**src/i2cirq_regs.vh**
```
// register offsets, field positions, reset values and counts of the bus event flag block
`ifndef I2CIRQ_REGS_VH
`define I2CIRQ_REGS_VH
// ==========================================
// register byte offsets
`define I2CIRQ_CTRL_OFS 5'h00
`define I2CIRQ_STAT_OFS 5'h04
`define I2CIRQ_MODE_OFS 5'h08
`define I2CIRQ_OWN_OFS 5'h0c
`define I2CIRQ_SEC_OFS 5'h10
// ==========================================
// control register fields
`define I2CIRQ_CTRL_IRQ_EN 0
`define I2CIRQ_CTRL_FLAG 1
`define I2CIRQ_CTRL_MST 2
`define I2CIRQ_CTRL_ACK_CHECK_ENABLE 3
`define I2CIRQ_CTRL_ARB_LOSS_IRQ_ENABLE 4
`define I2CIRQ_CTRL_RELEASE_IRQ_MASK 5
`define I2CIRQ_CTRL_RST 8'h00
// ==========================================
// status register fields
`define I2CIRQ_ST_RECEIVED_ACK_BIT 0
`define I2CIRQ_ST_OWN 1
`define I2CIRQ_ST_SEC 2
`define I2CIRQ_ST_GCALL 3
`define I2CIRQ_ST_AL 4
`define I2CIRQ_ST_STOP 5
`define I2CIRQ_ST_ERROR_RELEASE_SEEN 6
`define I2CIRQ_ST_TXE 7
`define I2CIRQ_ST_BUSY 8
`define I2CIRQ_ST_W 9
// ==========================================
// mode and address register fields
`define I2CIRQ_MODE_WAIT 0
`define I2CIRQ_ADDR_FS 0
`define I2CIRQ_ADDR_RST 8'h00
`define I2CIRQ_GCALL_ADDR 7'h00
// ==========================================
// transfer clock counts within one byte, and register port response codes
`define I2CIRQ_DATA_CLKS 4'h8
`define I2CIRQ_ACK_CLK 4'h9
`define I2CIRQ_RESP_OK 2'b00
`define I2CIRQ_RESP_ERR 2'b10
`endif

```
**src/i2cirq_flag.v**
```verilog
// one sticky status bit where a hardware set beats a clear
`timescale 1ns/1ns
module i2cirq_flag (
    input wire clk_sys,
    input wire rst_n,
    input wire clk_en,
    input wire set,
    input wire clr,
    output reg q_reg
);
    // ==========================================
    // set has priority so no event is dropped
    always @(posedge clk_sys or negedge rst_n)
    begin
        if (!rst_n)
            q_reg <= 1'b0;
        else if (clk_en)
        begin
            if (set)
                q_reg <= 1'b1;
            else if (clr)
                q_reg <= 1'b0;
        end
    end
endmodule // i2cirq_flag

```
**src/i2cirq_sync.v**
```verilog
// three-stage input synchroniser with two-stage agreement filter
`timescale 1ns/1ns
module i2cirq_sync #(
    parameter RESET_LEVEL = 1'b1
) (
    input wire clk_sys,
    input wire rst_n,
    input wire clk_en,
    input wire pin_in,
    output reg level_reg
);
    reg s1_reg;
    reg s2_reg;
    reg s3_reg;

    // ==========================================
    // first stage feeds only the second stage
    always @(posedge clk_sys or negedge rst_n)
    begin
        if (!rst_n)
        begin
            s1_reg <= RESET_LEVEL;
            s2_reg <= RESET_LEVEL;
            s3_reg <= RESET_LEVEL;
            level_reg <= RESET_LEVEL;
        end
        else if (clk_en)
        begin
            s1_reg <= pin_in;
            s2_reg <= s1_reg;
            s3_reg <= s2_reg;
            // a change counts once stages two and three agree
            if (s2_reg == s3_reg)
                level_reg <= s3_reg;
        end
    end
endmodule // i2cirq_sync

```
**src/i2cirq_top.v**
```verilog
// bus event request flag logic of a two-wire serial interface, with an AXI4-Lite register slave
//
// Decided for this implementation: the AXI4-Lite register port and the placing of the registers.
`timescale 1ns/1ns
`include "i2cirq_regs.vh"

// Overview of operation
// - request flag is control bit 1, reset 0
// - clear by reading 1 then writing 0
// - set timing follows format bits and wait bit
// - master start seen sets flag, buffer empty
// - wait enabled: set on eighth clock fall
// - no wait: set on ninth clock rise
// - after arbitration loss, set on address receipt
// - ack check and ack 1: set both
// - ack check off: ignore ack, bit 0
// - arbitration loss with enable sets flag too
// - slave address match sets flag, each byte
// - general call write sets flag, each byte
// - unmasked stop or error stop sets flag
module i2cirq_top (
    input wire clk_sys,
    input wire nrst,
    input wire clk_en,
    input wire scl_in,
    input wire sda_in,
    input wire arb_lost_evt,
    input wire tx_buf_write,
    output wire irq,
    output wire scl_hold,
    output wire tx_buf_empty_flag,
    input wire [4:0] s_axi_awaddr,
    input wire s_axi_awvalid,
    output wire s_axi_awready,
    input wire [31:0] s_axi_wdata,
    input wire [3:0] s_axi_wstrb,
    input wire s_axi_wvalid,
    output wire s_axi_wready,
    output reg [1:0] s_axi_bresp,
    output reg s_axi_bvalid,
    input wire s_axi_bready,
    input wire [4:0] s_axi_araddr,
    input wire s_axi_arvalid,
    output wire s_axi_arready,
    output reg [31:0] s_axi_rdata,
    output reg [1:0] s_axi_rresp,
    output reg s_axi_rvalid,
    input wire s_axi_rready
);
    // ==========================================
    // reset release
    reg rst_a_reg;
    reg rst_n;
    // external reset is released through two stages
    always @(posedge clk_sys or negedge nrst)
    begin
        if (!nrst)
        begin
            rst_a_reg <= 1'b0;
            rst_n <= 1'b0;
        end
        else
        begin
            rst_a_reg <= 1'b1;
            rst_n <= rst_a_reg;
        end
    end

    // ==========================================
    // bus line sampling
    wire scl_lvl;
    wire sda_lvl;
    reg scl_d_reg;
    reg sda_d_reg;
    i2cirq_sync #(.RESET_LEVEL(1'b1)) u_scl_sync (
        .clk_sys(clk_sys),
        .rst_n(rst_n),
        .clk_en(clk_en),
        .pin_in(scl_in),
        .level_reg(scl_lvl)
    );
    i2cirq_sync #(.RESET_LEVEL(1'b1)) u_sda_sync (
        .clk_sys(clk_sys),
        .rst_n(rst_n),
        .clk_en(clk_en),
        .pin_in(sda_in),
        .level_reg(sda_lvl)
    );
    // previous filtered levels for edge finding
    always @(posedge clk_sys or negedge rst_n)
    begin
        if (!rst_n)
        begin
            scl_d_reg <= 1'b1;
            sda_d_reg <= 1'b1;
        end
        else if (clk_en)
        begin
            scl_d_reg <= scl_lvl;
            sda_d_reg <= sda_lvl;
        end
    end
    wire scl_rise = scl_lvl & ~scl_d_reg;
    wire scl_fall = ~scl_lvl & scl_d_reg;
    wire start_det = scl_lvl & scl_d_reg & sda_d_reg & ~sda_lvl;
    wire stop_det = scl_lvl & scl_d_reg & ~sda_d_reg & sda_lvl;

    // ==========================================
    // software registers
    reg [7:0] ctrl_reg;
    reg [7:0] mode_reg;
    reg [7:0] own_addr_reg;
    reg [7:0] second_addr_reg;
    wire bus_event_request_flag;
    wire irq_enable = ctrl_reg[`I2CIRQ_CTRL_IRQ_EN];
    wire mst = ctrl_reg[`I2CIRQ_CTRL_MST];
    wire ack_check_enable = ctrl_reg[`I2CIRQ_CTRL_ACK_CHECK_ENABLE];
    wire arb_loss_irq_enable = ctrl_reg[`I2CIRQ_CTRL_ARB_LOSS_IRQ_ENABLE];
    wire release_irq_mask = ctrl_reg[`I2CIRQ_CTRL_RELEASE_IRQ_MASK];
    wire wait_enable = mode_reg[`I2CIRQ_MODE_WAIT];
    wire format_select_primary = own_addr_reg[`I2CIRQ_ADDR_FS];
    wire format_select_second = second_addr_reg[`I2CIRQ_ADDR_FS];
    wire [6:0] own_slave_addr = own_addr_reg[7:1];
    wire [6:0] second_slave_addr = second_addr_reg[7:1];
    // both format bits set selects the clocked serial format
    wire serial_fmt = format_select_primary & format_select_second;

    // ==========================================
    // byte framing on the bus
    reg [3:0] bit_cnt_reg;
    reg [7:0] shift_reg;
    reg first_frame_reg;
    reg addressed_reg;
    reg lost_pend_reg;
    reg busy_reg;
    wire clk8_rise = scl_rise & (bit_cnt_reg == (`I2CIRQ_DATA_CLKS - 4'h1));
    wire clk8_fall = scl_fall & (bit_cnt_reg == `I2CIRQ_DATA_CLKS);
    wire clk9_rise = scl_rise & (bit_cnt_reg == `I2CIRQ_DATA_CLKS);
    wire clk9_fall = scl_fall & (bit_cnt_reg == `I2CIRQ_ACK_CLK);
    wire [7:0] addr_byte = {shift_reg[6:0], sda_lvl};
    wire in_frame = busy_reg & (bit_cnt_reg > 4'h1); // the release's own clock rise counts one

    // address decode of the first frame, seen at the eighth rise
    wire own_hit = first_frame_reg & clk8_rise & ~serial_fmt & ~format_select_primary
        & (addr_byte[7:1] == own_slave_addr);
    wire sec_hit = first_frame_reg & clk8_rise & ~serial_fmt & ~format_select_second
        & (addr_byte[7:1] == second_slave_addr) & ~own_hit;
    wire gcall_hit = first_frame_reg & clk8_rise & ~serial_fmt & ~mst
        & (addr_byte[7:1] == `I2CIRQ_GCALL_ADDR) & ~addr_byte[0];

    // bit count, shifting, frame and addressing state
    always @(posedge clk_sys or negedge rst_n)
    begin
        if (!rst_n)
        begin
            bit_cnt_reg <= 4'h0;
            shift_reg <= 8'h00;
            first_frame_reg <= 1'b0;
            addressed_reg <= 1'b0;
            lost_pend_reg <= 1'b0;
            busy_reg <= 1'b0;
        end
        else if (clk_en)
        begin
            if (start_det)
            begin
                bit_cnt_reg <= 4'h0;
                first_frame_reg <= 1'b1;
                addressed_reg <= 1'b0;
                busy_reg <= 1'b1;
            end
            else if (stop_det)
            begin
                bit_cnt_reg <= 4'h0;
                first_frame_reg <= 1'b0;
                addressed_reg <= 1'b0;
                lost_pend_reg <= 1'b0;
                busy_reg <= 1'b0;
            end
            else
            begin
                if (scl_rise)
                begin
                    bit_cnt_reg <= bit_cnt_reg + 4'h1;
                    if (bit_cnt_reg < `I2CIRQ_DATA_CLKS)
                        shift_reg <= addr_byte;
                end
                else if (clk9_fall)
                begin
                    bit_cnt_reg <= 4'h0;
                    first_frame_reg <= 1'b0;
                end
                if (own_hit | sec_hit | gcall_hit)
                    addressed_reg <= 1'b1;
                // the lost-master wait ends with its first address frame
                if (arb_lost_evt)
                    lost_pend_reg <= 1'b1;
                else if (first_frame_reg & clk9_rise)
                    lost_pend_reg <= 1'b0;
            end
        end
    end

    // ==========================================
    // set conditions of the request flag
    // timing by format and wait bits
    wire pause_mode = wait_enable & ~serial_fmt;
    wire byte_owner = mst | addressed_reg | own_hit | sec_hit | gcall_hit;
    wire set_pause = pause_mode & clk8_fall & byte_owner;
    wire set_byte_end = ~serial_fmt & ~pause_mode & clk9_rise & byte_owner;
    // serial format ends its byte at the eighth rise
    wire set_serial = serial_fmt & (clk8_rise | start_det);
    // issued start seen on the lines
    wire set_start = mst & start_det & ~serial_fmt;
    wire set_lost_addr = lost_pend_reg & first_frame_reg & clk9_rise & ~serial_fmt;
    wire nack_evt = ack_check_enable & clk9_rise & sda_lvl & byte_owner & ~serial_fmt;
    wire set_al = arb_lost_evt & arb_loss_irq_enable;
    // stop or erroneous stop when unmasked
    wire error_release_seen_evt = stop_det & in_frame;
    wire set_stop = stop_det & ~release_irq_mask;
    // address matches flag at the frame end
    wire set_match = addressed_reg & first_frame_reg & (pause_mode ? clk8_fall : clk9_rise);
    wire flag_set = set_pause | set_byte_end | set_serial | set_start | set_lost_addr
        | nack_evt | set_al | set_stop | set_match;

    // ==========================================
    // AXI4-Lite write channel
    reg aw_held_reg;
    reg w_held_reg;
    reg [4:0] aw_addr_reg;
    reg [7:0] w_data_reg;
    reg w_strb_reg;
    reg clr_armed_reg;
    assign s_axi_awready = ~aw_held_reg & ~s_axi_bvalid;
    assign s_axi_wready = ~w_held_reg & ~s_axi_bvalid;
    wire wr_go = aw_held_reg & w_held_reg;
    wire wr_ctrl = wr_go & w_strb_reg & (aw_addr_reg == `I2CIRQ_CTRL_OFS);
    wire wr_stat = wr_go & w_strb_reg & (aw_addr_reg == `I2CIRQ_STAT_OFS);
    wire wr_map = (aw_addr_reg == `I2CIRQ_CTRL_OFS) | (aw_addr_reg == `I2CIRQ_STAT_OFS)
        | (aw_addr_reg == `I2CIRQ_MODE_OFS) | (aw_addr_reg == `I2CIRQ_OWN_OFS)
        | (aw_addr_reg == `I2CIRQ_SEC_OFS);
    // a written 1 is ignored, 0 clears only after a read of 1
    wire flag_clr = wr_ctrl & clr_armed_reg & ~w_data_reg[`I2CIRQ_CTRL_FLAG];

    // address and data latch in either order, response after both
    always @(posedge clk_sys or negedge rst_n)
    begin
        if (!rst_n)
        begin
            aw_held_reg <= 1'b0;
            w_held_reg <= 1'b0;
            aw_addr_reg <= 5'h00;
            w_data_reg <= 8'h00;
            w_strb_reg <= 1'b0;
            s_axi_bvalid <= 1'b0;
            s_axi_bresp <= `I2CIRQ_RESP_OK;
            ctrl_reg <= `I2CIRQ_CTRL_RST;
            mode_reg <= `I2CIRQ_CTRL_RST;
            own_addr_reg <= `I2CIRQ_ADDR_RST;
            second_addr_reg <= `I2CIRQ_ADDR_RST;
        end
        else if (clk_en)
        begin
            if (s_axi_awvalid & s_axi_awready)
            begin
                aw_held_reg <= 1'b1;
                aw_addr_reg <= {s_axi_awaddr[4:2], 2'b00};
            end
            if (s_axi_wvalid & s_axi_wready)
            begin
                w_held_reg <= 1'b1;
                w_data_reg <= s_axi_wdata[7:0];
                w_strb_reg <= s_axi_wstrb[0];
            end
            if (wr_go)
            begin
                aw_held_reg <= 1'b0;
                w_held_reg <= 1'b0;
                s_axi_bvalid <= 1'b1;
                s_axi_bresp <= wr_map ? `I2CIRQ_RESP_OK : `I2CIRQ_RESP_ERR;
                // flag bit is not stored here, it lives in its own flop
                if (wr_ctrl)
                    ctrl_reg <= w_data_reg & 8'hfd;
                if (w_strb_reg & (aw_addr_reg == `I2CIRQ_MODE_OFS))
                    mode_reg <= w_data_reg;
                if (w_strb_reg & (aw_addr_reg == `I2CIRQ_OWN_OFS))
                    own_addr_reg <= w_data_reg;
                if (w_strb_reg & (aw_addr_reg == `I2CIRQ_SEC_OFS))
                    second_addr_reg <= w_data_reg;
            end
            else if (s_axi_bvalid & s_axi_bready)
                s_axi_bvalid <= 1'b0;
            // losing arbitration drops master mode
            if (arb_lost_evt)
                ctrl_reg[`I2CIRQ_CTRL_MST] <= 1'b0;
        end
    end

    // ==========================================
    // request flag and status flags
    // request flag, set beats clear
    i2cirq_flag u_req_flag (
        .clk_sys(clk_sys),
        .rst_n(rst_n),
        .clk_en(clk_en),
        .set(flag_set),
        .clr(flag_clr),
        .q_reg(bus_event_request_flag)
    );
    // status bits: ack, own, second, gcall, lost, stop, error stop, tx empty
    wire [7:0] st_set;
    wire [7:0] st_clr;
    wire [7:0] st_q;
    // ack bit only recorded with checking on
    assign st_set[`I2CIRQ_ST_RECEIVED_ACK_BIT] = nack_evt;
    assign st_set[`I2CIRQ_ST_OWN] = own_hit;
    assign st_set[`I2CIRQ_ST_SEC] = sec_hit;
    assign st_set[`I2CIRQ_ST_GCALL] = gcall_hit;
    assign st_set[`I2CIRQ_ST_AL] = arb_lost_evt;
    assign st_set[`I2CIRQ_ST_STOP] = stop_det & ~error_release_seen_evt;
    assign st_set[`I2CIRQ_ST_ERROR_RELEASE_SEEN] = error_release_seen_evt;
    // buffer empty set by the master start
    assign st_set[`I2CIRQ_ST_TXE] = set_start;
    genvar gi;
    generate
        for (gi = 0; gi < 8; gi = gi + 1)
        begin : g_st
            // write one to clear; ack bit also clears when checking is off
            assign st_clr[gi] = (wr_stat & w_data_reg[gi])
                | ((gi == `I2CIRQ_ST_RECEIVED_ACK_BIT) & ~ack_check_enable)
                | ((gi == `I2CIRQ_ST_TXE) & tx_buf_write)
                | ((gi == `I2CIRQ_ST_OWN || gi == `I2CIRQ_ST_SEC || gi == `I2CIRQ_ST_GCALL)
                   & (start_det | stop_det));
            i2cirq_flag u_st (
                .clk_sys(clk_sys),
                .rst_n(rst_n),
                .clk_en(clk_en),
                .set(st_set[gi]),
                .clr(st_clr[gi]),
                .q_reg(st_q[gi])
            );
        end
    endgenerate

    // ==========================================
    // AXI4-Lite read channel
    reg [31:0] rd_mux;
    reg rd_map;
    assign s_axi_arready = ~s_axi_rvalid;
    // read data selection, unmapped words read zero
    always @*
    begin
        rd_mux = 32'h00000000;
        rd_map = 1'b1;
        case ({s_axi_araddr[4:2], 2'b00})
            `I2CIRQ_CTRL_OFS: rd_mux[7:0] = ctrl_reg | {6'h00, bus_event_request_flag, 1'b0};
            `I2CIRQ_STAT_OFS: rd_mux[8:0] = {busy_reg, st_q};
            `I2CIRQ_MODE_OFS: rd_mux[7:0] = mode_reg;
            `I2CIRQ_OWN_OFS: rd_mux[7:0] = own_addr_reg;
            `I2CIRQ_SEC_OFS: rd_mux[7:0] = second_addr_reg;
            default: rd_map = 1'b0;
        endcase
    end
    wire rd_take = s_axi_arvalid & s_axi_arready;
    wire rd_ctrl = rd_take & ({s_axi_araddr[4:2], 2'b00} == `I2CIRQ_CTRL_OFS);
    // read answer one cycle after the address; arm clear on a read of 1
    always @(posedge clk_sys or negedge rst_n)
    begin
        if (!rst_n)
        begin
            s_axi_rvalid <= 1'b0;
            s_axi_rdata <= 32'h00000000;
            s_axi_rresp <= `I2CIRQ_RESP_OK;
            clr_armed_reg <= 1'b0;
        end
        else if (clk_en)
        begin
            if (rd_take)
            begin
                s_axi_rvalid <= 1'b1;
                s_axi_rdata <= rd_mux;
                s_axi_rresp <= rd_map ? `I2CIRQ_RESP_OK : `I2CIRQ_RESP_ERR;
            end
            else if (s_axi_rready)
                s_axi_rvalid <= 1'b0;
            // clear armed only by reading the flag as 1
            if (rd_ctrl)
                clr_armed_reg <= bus_event_request_flag;
            else if (wr_ctrl)
                clr_armed_reg <= 1'b0;
        end
    end

    // ==========================================
    // outputs
    assign irq = bus_event_request_flag & irq_enable;
    // clock stretch while a pre-acknowledge wait is pending
    assign scl_hold = bus_event_request_flag & pause_mode & (bit_cnt_reg == `I2CIRQ_DATA_CLKS);
    assign tx_buf_empty_flag = st_q[`I2CIRQ_ST_TXE];
endmodule // i2cirq_top
```
**config.mk**
```make
export PLATFORM = sky130hd
export DESIGN_NAME = i2cirq_top
export DESIGN_NICKNAME = d
export VERILOG_FILES = /design/src/i2cirq_flag.v /design/src/i2cirq_sync.v /design/src/i2cirq_top.v
export VERILOG_INCLUDE_DIRS = /design/src /design/src/src
export SDC_FILE = /design/constraint.sdc
export NUM_CORES = 1
export LEC_CHECK = 0
export BUFFER_PORTS_ARGS = -buffer_cell sky130_fd_sc_hd__buf_2
export CAP_MARGIN = 5
export CORE_ASPECT_RATIO = 2
export CORE_MARGIN = 8
export CORE_UTILIZATION = 35
export CTS_CLUSTER_DIAMETER = 80
export DETAILED_ROUTE_END_ITERATION = 16
export GPL_ROUTABILITY_DRIVEN = 0
export SLEW_MARGIN = 0
export SYNTH_ARGS = -nofsm -noshare
export SYNTH_HDL_FRONTEND = slang
export SYNTH_HIERARCHICAL = 1
export SYNTH_SLANG_ARGS = --single-unit
```
**constraint.sdc**
```tcl
create_clock -name clk_sys -period 3.4 [get_ports clk_sys]
set_clock_uncertainty 0.05 [all_clocks]
set_input_delay 0.51 -clock clk_sys [delete_from_list [all_inputs] [get_ports clk_sys]]
set_output_delay 0.51 -clock clk_sys [all_outputs]
set_load 0.01 [all_outputs]
```
==> results.json, run 1 <==
{
  "status": "complete, no violations",
  "total_power_mw": 4.12,
  "slowest_stage": "dfrtp_1",
  "layout.nets": 535,
  "core_sq_um": 13400,
  "fillCellCount": 1285,
  "maxCapViolCount": 0,
  "synth_top_area_share_pct": 44.2,
  "internal_power_mw": 2.65,
  "insertedDiodeCount": 0,
  "p_sw_mw": 1.47,
  "hold_class": "reg2reg",
  "setup_viol": 0,
  "grt_pass1_wl_um": 18700,
  "pwr-share-clk_pct": 23.3,
  "drt_iter0_drc": 234,
  "antenna_found_initial": 0,
  "drc_errors": 0,
  "die_y_um": 182,
  "cts_setup_buffers": 0,
  "ys_seq_area_share_pct": 49.7,
  "drt_first_pass_iters": 4,
  "rsz0062_at_grt": "false",
  "vdd_ir_drop_max_mv": 0.333,
  "initial_utilization_pct": 35.8,
  "cp_max_fo": 5,
  "avgSynthCellArea_sq_um": 11.3,
  "critPathCaptureType": "primary output",
  "wire_per_inst_um": 18.6,
  "critPathKind": "reg2out",
  "worst_slew_pin_slew_ns": 1.02,
  "grt_overflow": 0,
  "synth_edf_count": 0,
  "cp.required_ns": 2.84,
  "htree_levels": 3,
  "cts_root_buf": "clkbuf_16",
  "hold_viol_final": 0,
  "pwr-share-seq_pct": 49.6,
  "crit_path_cell_trace": "inv_1, ha_1, nand3b_1, nor2_1, and3_1, buf_2",
  "cp.arrival_ns": 1.76,
  "swShare_pct": 35.7,
  "synthToLayoutAreaGrowth_pct": 12.5,
  "synthFlopType": "dfrtp_1",
  "grt_max_degree": 80,
  "path_clk_slew_ns": 0.07,
  "routed_via_density": 5.32,
  "die_area_sq_um": 18000,
  "antenna_left": 0,
  "slowest_delay_ns": 0.43,
  "max_freq_ghz": 0.432,
  "tns_ns": 0,
  "finalWirelength_um": 11800,
  "io_pins": 102,
  "fp-row-count": 60,
  "cts_tree": "yes",
  "synth_common_cells": "85 x dfrtp_1, 51 x mux2_2, 46 x nand2_1, 25 x buf_4, 18 x a22o_1",
  "yosysTopAreaCell": "dfrtp_1",
  "clock_latency_ns": 0.34,
  "synth-async-reset-ratio_pct": 100,
  "grt_pass1_vias": 3539,
  "synthTopCellsByArea": "dfrtp_1 44%, mux2_2 12%, dfstp_2 5.5%, buf_4 3.9%, nand2_1 3.6%",
  "netlist_instances": 426,
  "regMostFlops": "s_axi_rdata",
  "slew_headroom_pct": 31.7,
  "powerDensity_nw_per_um2": 761,
  "synth_cell_type_count": 50,
  "cts_buffers": 9,
  "netlist_area_sq_um": 4810,
  "period_share_pct": 68.1,
  "port_buffers": 45,
  "vias": 3372,
  "largest_reg_flops": 9,
  "ys_warn_count": 6,
  "cts.sinks": 95,
  "place_hpwl_um": 9180,
  "leakagePower_nw": 2.55,
  "start_kind": "register",
  "fin_crit_ns": 2.32,
  "stdcell_count": 634,
  "combPwrFrac_pct": 27.2,
  "final.setup.worst_slack_ns": 1.08,
  "die_w_um": 98.9,
  "grt.total_usage_pct": 13.3,
  "place_inst": 617,
  "synth-seq-cells": 95,
  "drv_slew": 0,
  "cts_buffer_depth": 2,
  "drive_gt1_share_pct": 30.3,
  "synth_most_common_cell": "dfrtp_1",
  "dp_slack_ns": 1.06
}
-- area by class of cell --
class | instances | area (sq um) | share of cell area, %
clock buffer | 9 | 225 | 4.16
clock inverter | 7 | 56.3 | 1.04
timing repair buffer | 52 | 280 | 5.18
multi-input combinational | 310 | 2240 | 41.3
inverter | 6 | 22.5 | 0.416
sequential | 95 | 2390 | 44.3
tap | 155 | 194 | 3.59
-- stage by stage --
step	hold slack (ns)	area, sq um	util (%)
after floorplan	0.164	4900	-
after global placement	0.245	5120	38.1
after detailed placement	0.246	5120	38.1
after CTS	0.309	5410	40.2
after global routing	0.329	5410	40.2
final	0.308	5410	40.2
-- metal layers --
metal,global-route usage [%],share of wire (%),vias up
met3,2.53,4.0,17
met1,13.3,38,1684
met4,5.51,2.2,0
met5,0,0,-
li1,-,-,1574
met2,25.6,56,97
-- worst max-delay path: cells and delay by family, from the launching register on --
kind / cells / cell delay, ns
buf+inv: 2 / 0.23
flops: 1 / 0.43
fa+ha+maj: 1 / 0.17
simple gates: 3 / 0.59
-- path summary, 6_finish.rpt --
kind                                            start                             end  slack [ns]  depth (start not counted)
max                        bit_cnt_reg[0]$_DFFE_PN0P_                        scl_hold        1.08                          6
min                               rst_a_reg$_DFF_PN0_                 rst_n$_DFF_PN0_        0.31                          0
max reg2reg                aw_addr_reg[3]$_DFFE_PN0P_         ctrl_reg[5]$_DFFE_PN0P_        1.34                          3
min reg2reg                       rst_a_reg$_DFF_PN0_                 rst_n$_DFF_PN0_        0.31                          0
max in group asynchronous             rst_n$_DFF_PN0_  second_addr_reg[6]$_DFFE_PN0P_        2.11                          1
min in group asynchronous                        nrst                 rst_n$_DFF_PN0_        0.42                          2
-- logic make-up after synthesis --
| logic type | Yosys count | synth area share (%) |
|---|---|---|
| adder cells (fa/ha/maj) | 3 | 0.781 |
| AND/OR/NAND/NOR | 123 | 13.8 |
| buffers and inverters | 45 | 5.67 |
| flip-flops | 95 | 49.7 |
| AO/OA/AOI/OAI | 82 | 12.0 |
| other | 2 | 0.156 |
| multiplexers | 60 | 15.0 |
| XOR/XNOR | 16 | 2.91 |
-- power by group through the flow --
stage	Sequential [mW]	Clock, mW	Combinational (mW)
floorplan	1.88	0	0.879
global placement	2.03	0	1.09
detailed placement	2.06	0	1.12
CTS	2.04	0.974	1.13
global route	2.10	1.02	1.23
finish	2.04	0.958	1.12
-- timing repair --
item	CTS	global route
resized for setup	0	0
hold buffers	1	0
hold endpoints to repair	2	0
setup endpoints to repair	0	0
-- cell usage in the layout (no fill, tap or decap), types with 9 or more instances in the layout --
cell type  Yosys  routed
a21o_1        11      11
a21oi_1       15      15
a22o_1        18      18
buf_2          2      45
clkbuf_16      0       9
conb_1         2      26
dfrtp_1       85      84
dfstp_2       10      10
mux2_2        51      51
nand2_1       46      46
nor2_1        13      13
o21ai_0       12      12
xor2_1        16      16
Note: power is estimated with default switching activity, not from simulation.
==> run 2, diff against run 1 <==
Clock period 3.4 ns to 2.3 ns, I/O delays scaled along.
==> run 2 against run 1 <==
Compared with the run above: sequential share of layout area decreased by 0.63 points; sequential power increased by 47%; non-clock buffer count increased by 5; register-to-register slack got worse by 1.1 ns; critical path depth unchanged; via count increased by 0.98%; routed wire length increased by 1.7%; global-route usage increased by 0.23 points; utilization increased by 0.58 points; combinational power increased by 48%; cell area increased by 1.4%; cell count increased by 0.79%; critical endpoint unchanged; largest cell class unchanged.
==> results.json, run 2 (same netlist as run 1, synthesis figures left out) <==
{
  "cts.sinks": 95,
  "worst_slew_pin_slew_ns": 0.674,
  "io_pins": 102,
  "slew_headroom_pct": 54.9,
  "rsz0062_at_grt": "false",
  "vias": 3405,
  "tns_ns": 0,
  "layout.nets": 540,
  "clock_latency_ns": 0.34,
  "cp_max_fo": 5,
  "hold_buffers": 1,
  "regMostFlops": "s_axi_rdata",
  "maxCapViolCount": 0,
  "status": "complete, no violations",
  "critPathKind": "reg2out",
  "grt_pass1_vias": 3589,
  "post_cts_resized": 0,
  "leakagePower_nw": 2.60,
  "fp-row-count": 60,
  "drt_first_pass_iters": 4,
  "routed_via_density": 5.33,
  "dp_slack_ns": 0.307,
  "drv_slew": 0,
  "fillCellCount": 1271,
  "cts_setup_buffers": 0,
  "grt.total_usage_pct": 13.6,
  "initial_utilization_pct": 35.8,
  "die_w_um": 98.9,
  "cp.arrival_ns": 1.80,
  "htree_levels": 3,
  "place_hpwl_um": 9280,
  "die_y_um": 182,
  "synthToLayoutAreaGrowth_pct": 14.1,
  "largest_reg_flops": 9,
  "finalHoldWorstSlack_ns": 0.161,
  "rr_endpoint": "ctrl_reg[0]$_DFFE_PN0P_",
  "period_share_pct": 95.4,
  "cp.required_ns": 1.90,
  "start_kind": "register",
  "vdd_ir_drop_max_mv": 0.709,
  "insertedDiodeCount": 0,
  "antenna_found_initial": 0,
  "cts_tree": "yes",
  "r2r_setup_slack_ns": 0.26,
  "finalWirelength_um": 12000,
  "drive_gt1_share_pct": 30.8,
  "drt_iter0_drc": 168,
  "path_clk_slew_ns": 0.07,
  "layout_common_cells": "84 x dfrtp_1, 51 x mux2_2, 46 x nand2_1, 45 x buf_2, 26 x conb_1",
  "grt_overflow": 0,
  "hold_class": "reg2async",
  "mostFrequentLayoutCell": "dfrtp_1",
  "cts_buffer_depth": 2,
  "cts_buffers": 9,
  "max_freq_ghz": 0.456,
  "grt_max_degree": 52,
  "final.setup.worst_slack_ns": 0.107,
  "drc_errors": 0,
  "hold_viol_final": 0,
  "powerDensity_nw_per_um2": 1130,
  "timing.rr.start": "aw_addr_reg[3]$_DFFE_PN0P_",
  "cts_root_buf": "clkbuf_16",
  "grt_pass1_wl_um": 19000,
  "rr_worst_depth": 3,
  "die_area_sq_um": 18000,
  "port_buffers": 45,
  "antenna_left": 0,
  "wire_per_inst_um": 18.8,
  "setup_viol": 0,
  "critPathCaptureType": "primary output",
  "fin_crit_ns": 2.19,
  "core_sq_um": 13400
}
run 2: critical path: stages (launching register included):
cell and delay [ns]:
dfrtp_1 0.42, inv_1 0.10, ha_1 0.18, nand3b_1 0.17, nor2_1 0.26, and3_1 0.21, buf_2 0.13
run 2: final cells by class:
type,count,area (sq um),share of cell area [%]
flip-flops and latches,95,2390,43.6
multi-input cells,310,2240,40.8
repair buffers,57,330,6.02
clock buffers,11,243,4.43
well taps,155,194,3.54
clock inverters,5,66.3,1.21
inverters,6,22.5,0.411
run 2: how the worst max path moves through the flow:
stage | from | endpoint
CTS | bit_cnt_reg[0]$_DFFE_PN0P_ | scl_hold
global route | bit_cnt_reg[0]$_DFFE_PN0P_ | scl_hold
global placement | aw_addr_reg[3]$_DFFE_PN0P_ | ctrl_reg[3]$_DFFE_PN0P_
finish | bit_cnt_reg[0]$_DFFE_PN0P_ | scl_hold
detailed placement | aw_addr_reg[3]$_DFFE_PN0P_ | ctrl_reg[0]$_DFFE_PN0P_
floorplan | u_sda_sync/level_reg$_DFFE_PN1P_ | bit_cnt_reg[1]$_DFFE_PN0P_
run 2: stage by stage:
step                instances  power, mW  cell area, sq um  util [%]
floorplan                 450       4.09              4900         -
global placement          622       4.59              5170      38.4
detailed placement        622       4.70              5170      38.4
CTS                       639       6.25              5490      40.8
global route              639       6.55              5490      40.8
finish                    639       6.20              5490      40.8
run 2: power breakdown:
part	total (mW)	switching [mW]	internal, mW
Combinational	1.66	0.755	0.908
Clock	1.54	0.651	0.885
Sequential	3.00	0.727	2.27
run 2: routing by layer:
metal  wire, um  vias to the layer above  GRT usage (%)
met1       4610                     1685           14.1
met2       6280                      100           24.2
met5          0                        -              0
li1           -                     1593              -
met3        521                       27           2.53
met4        604                        0           8.73
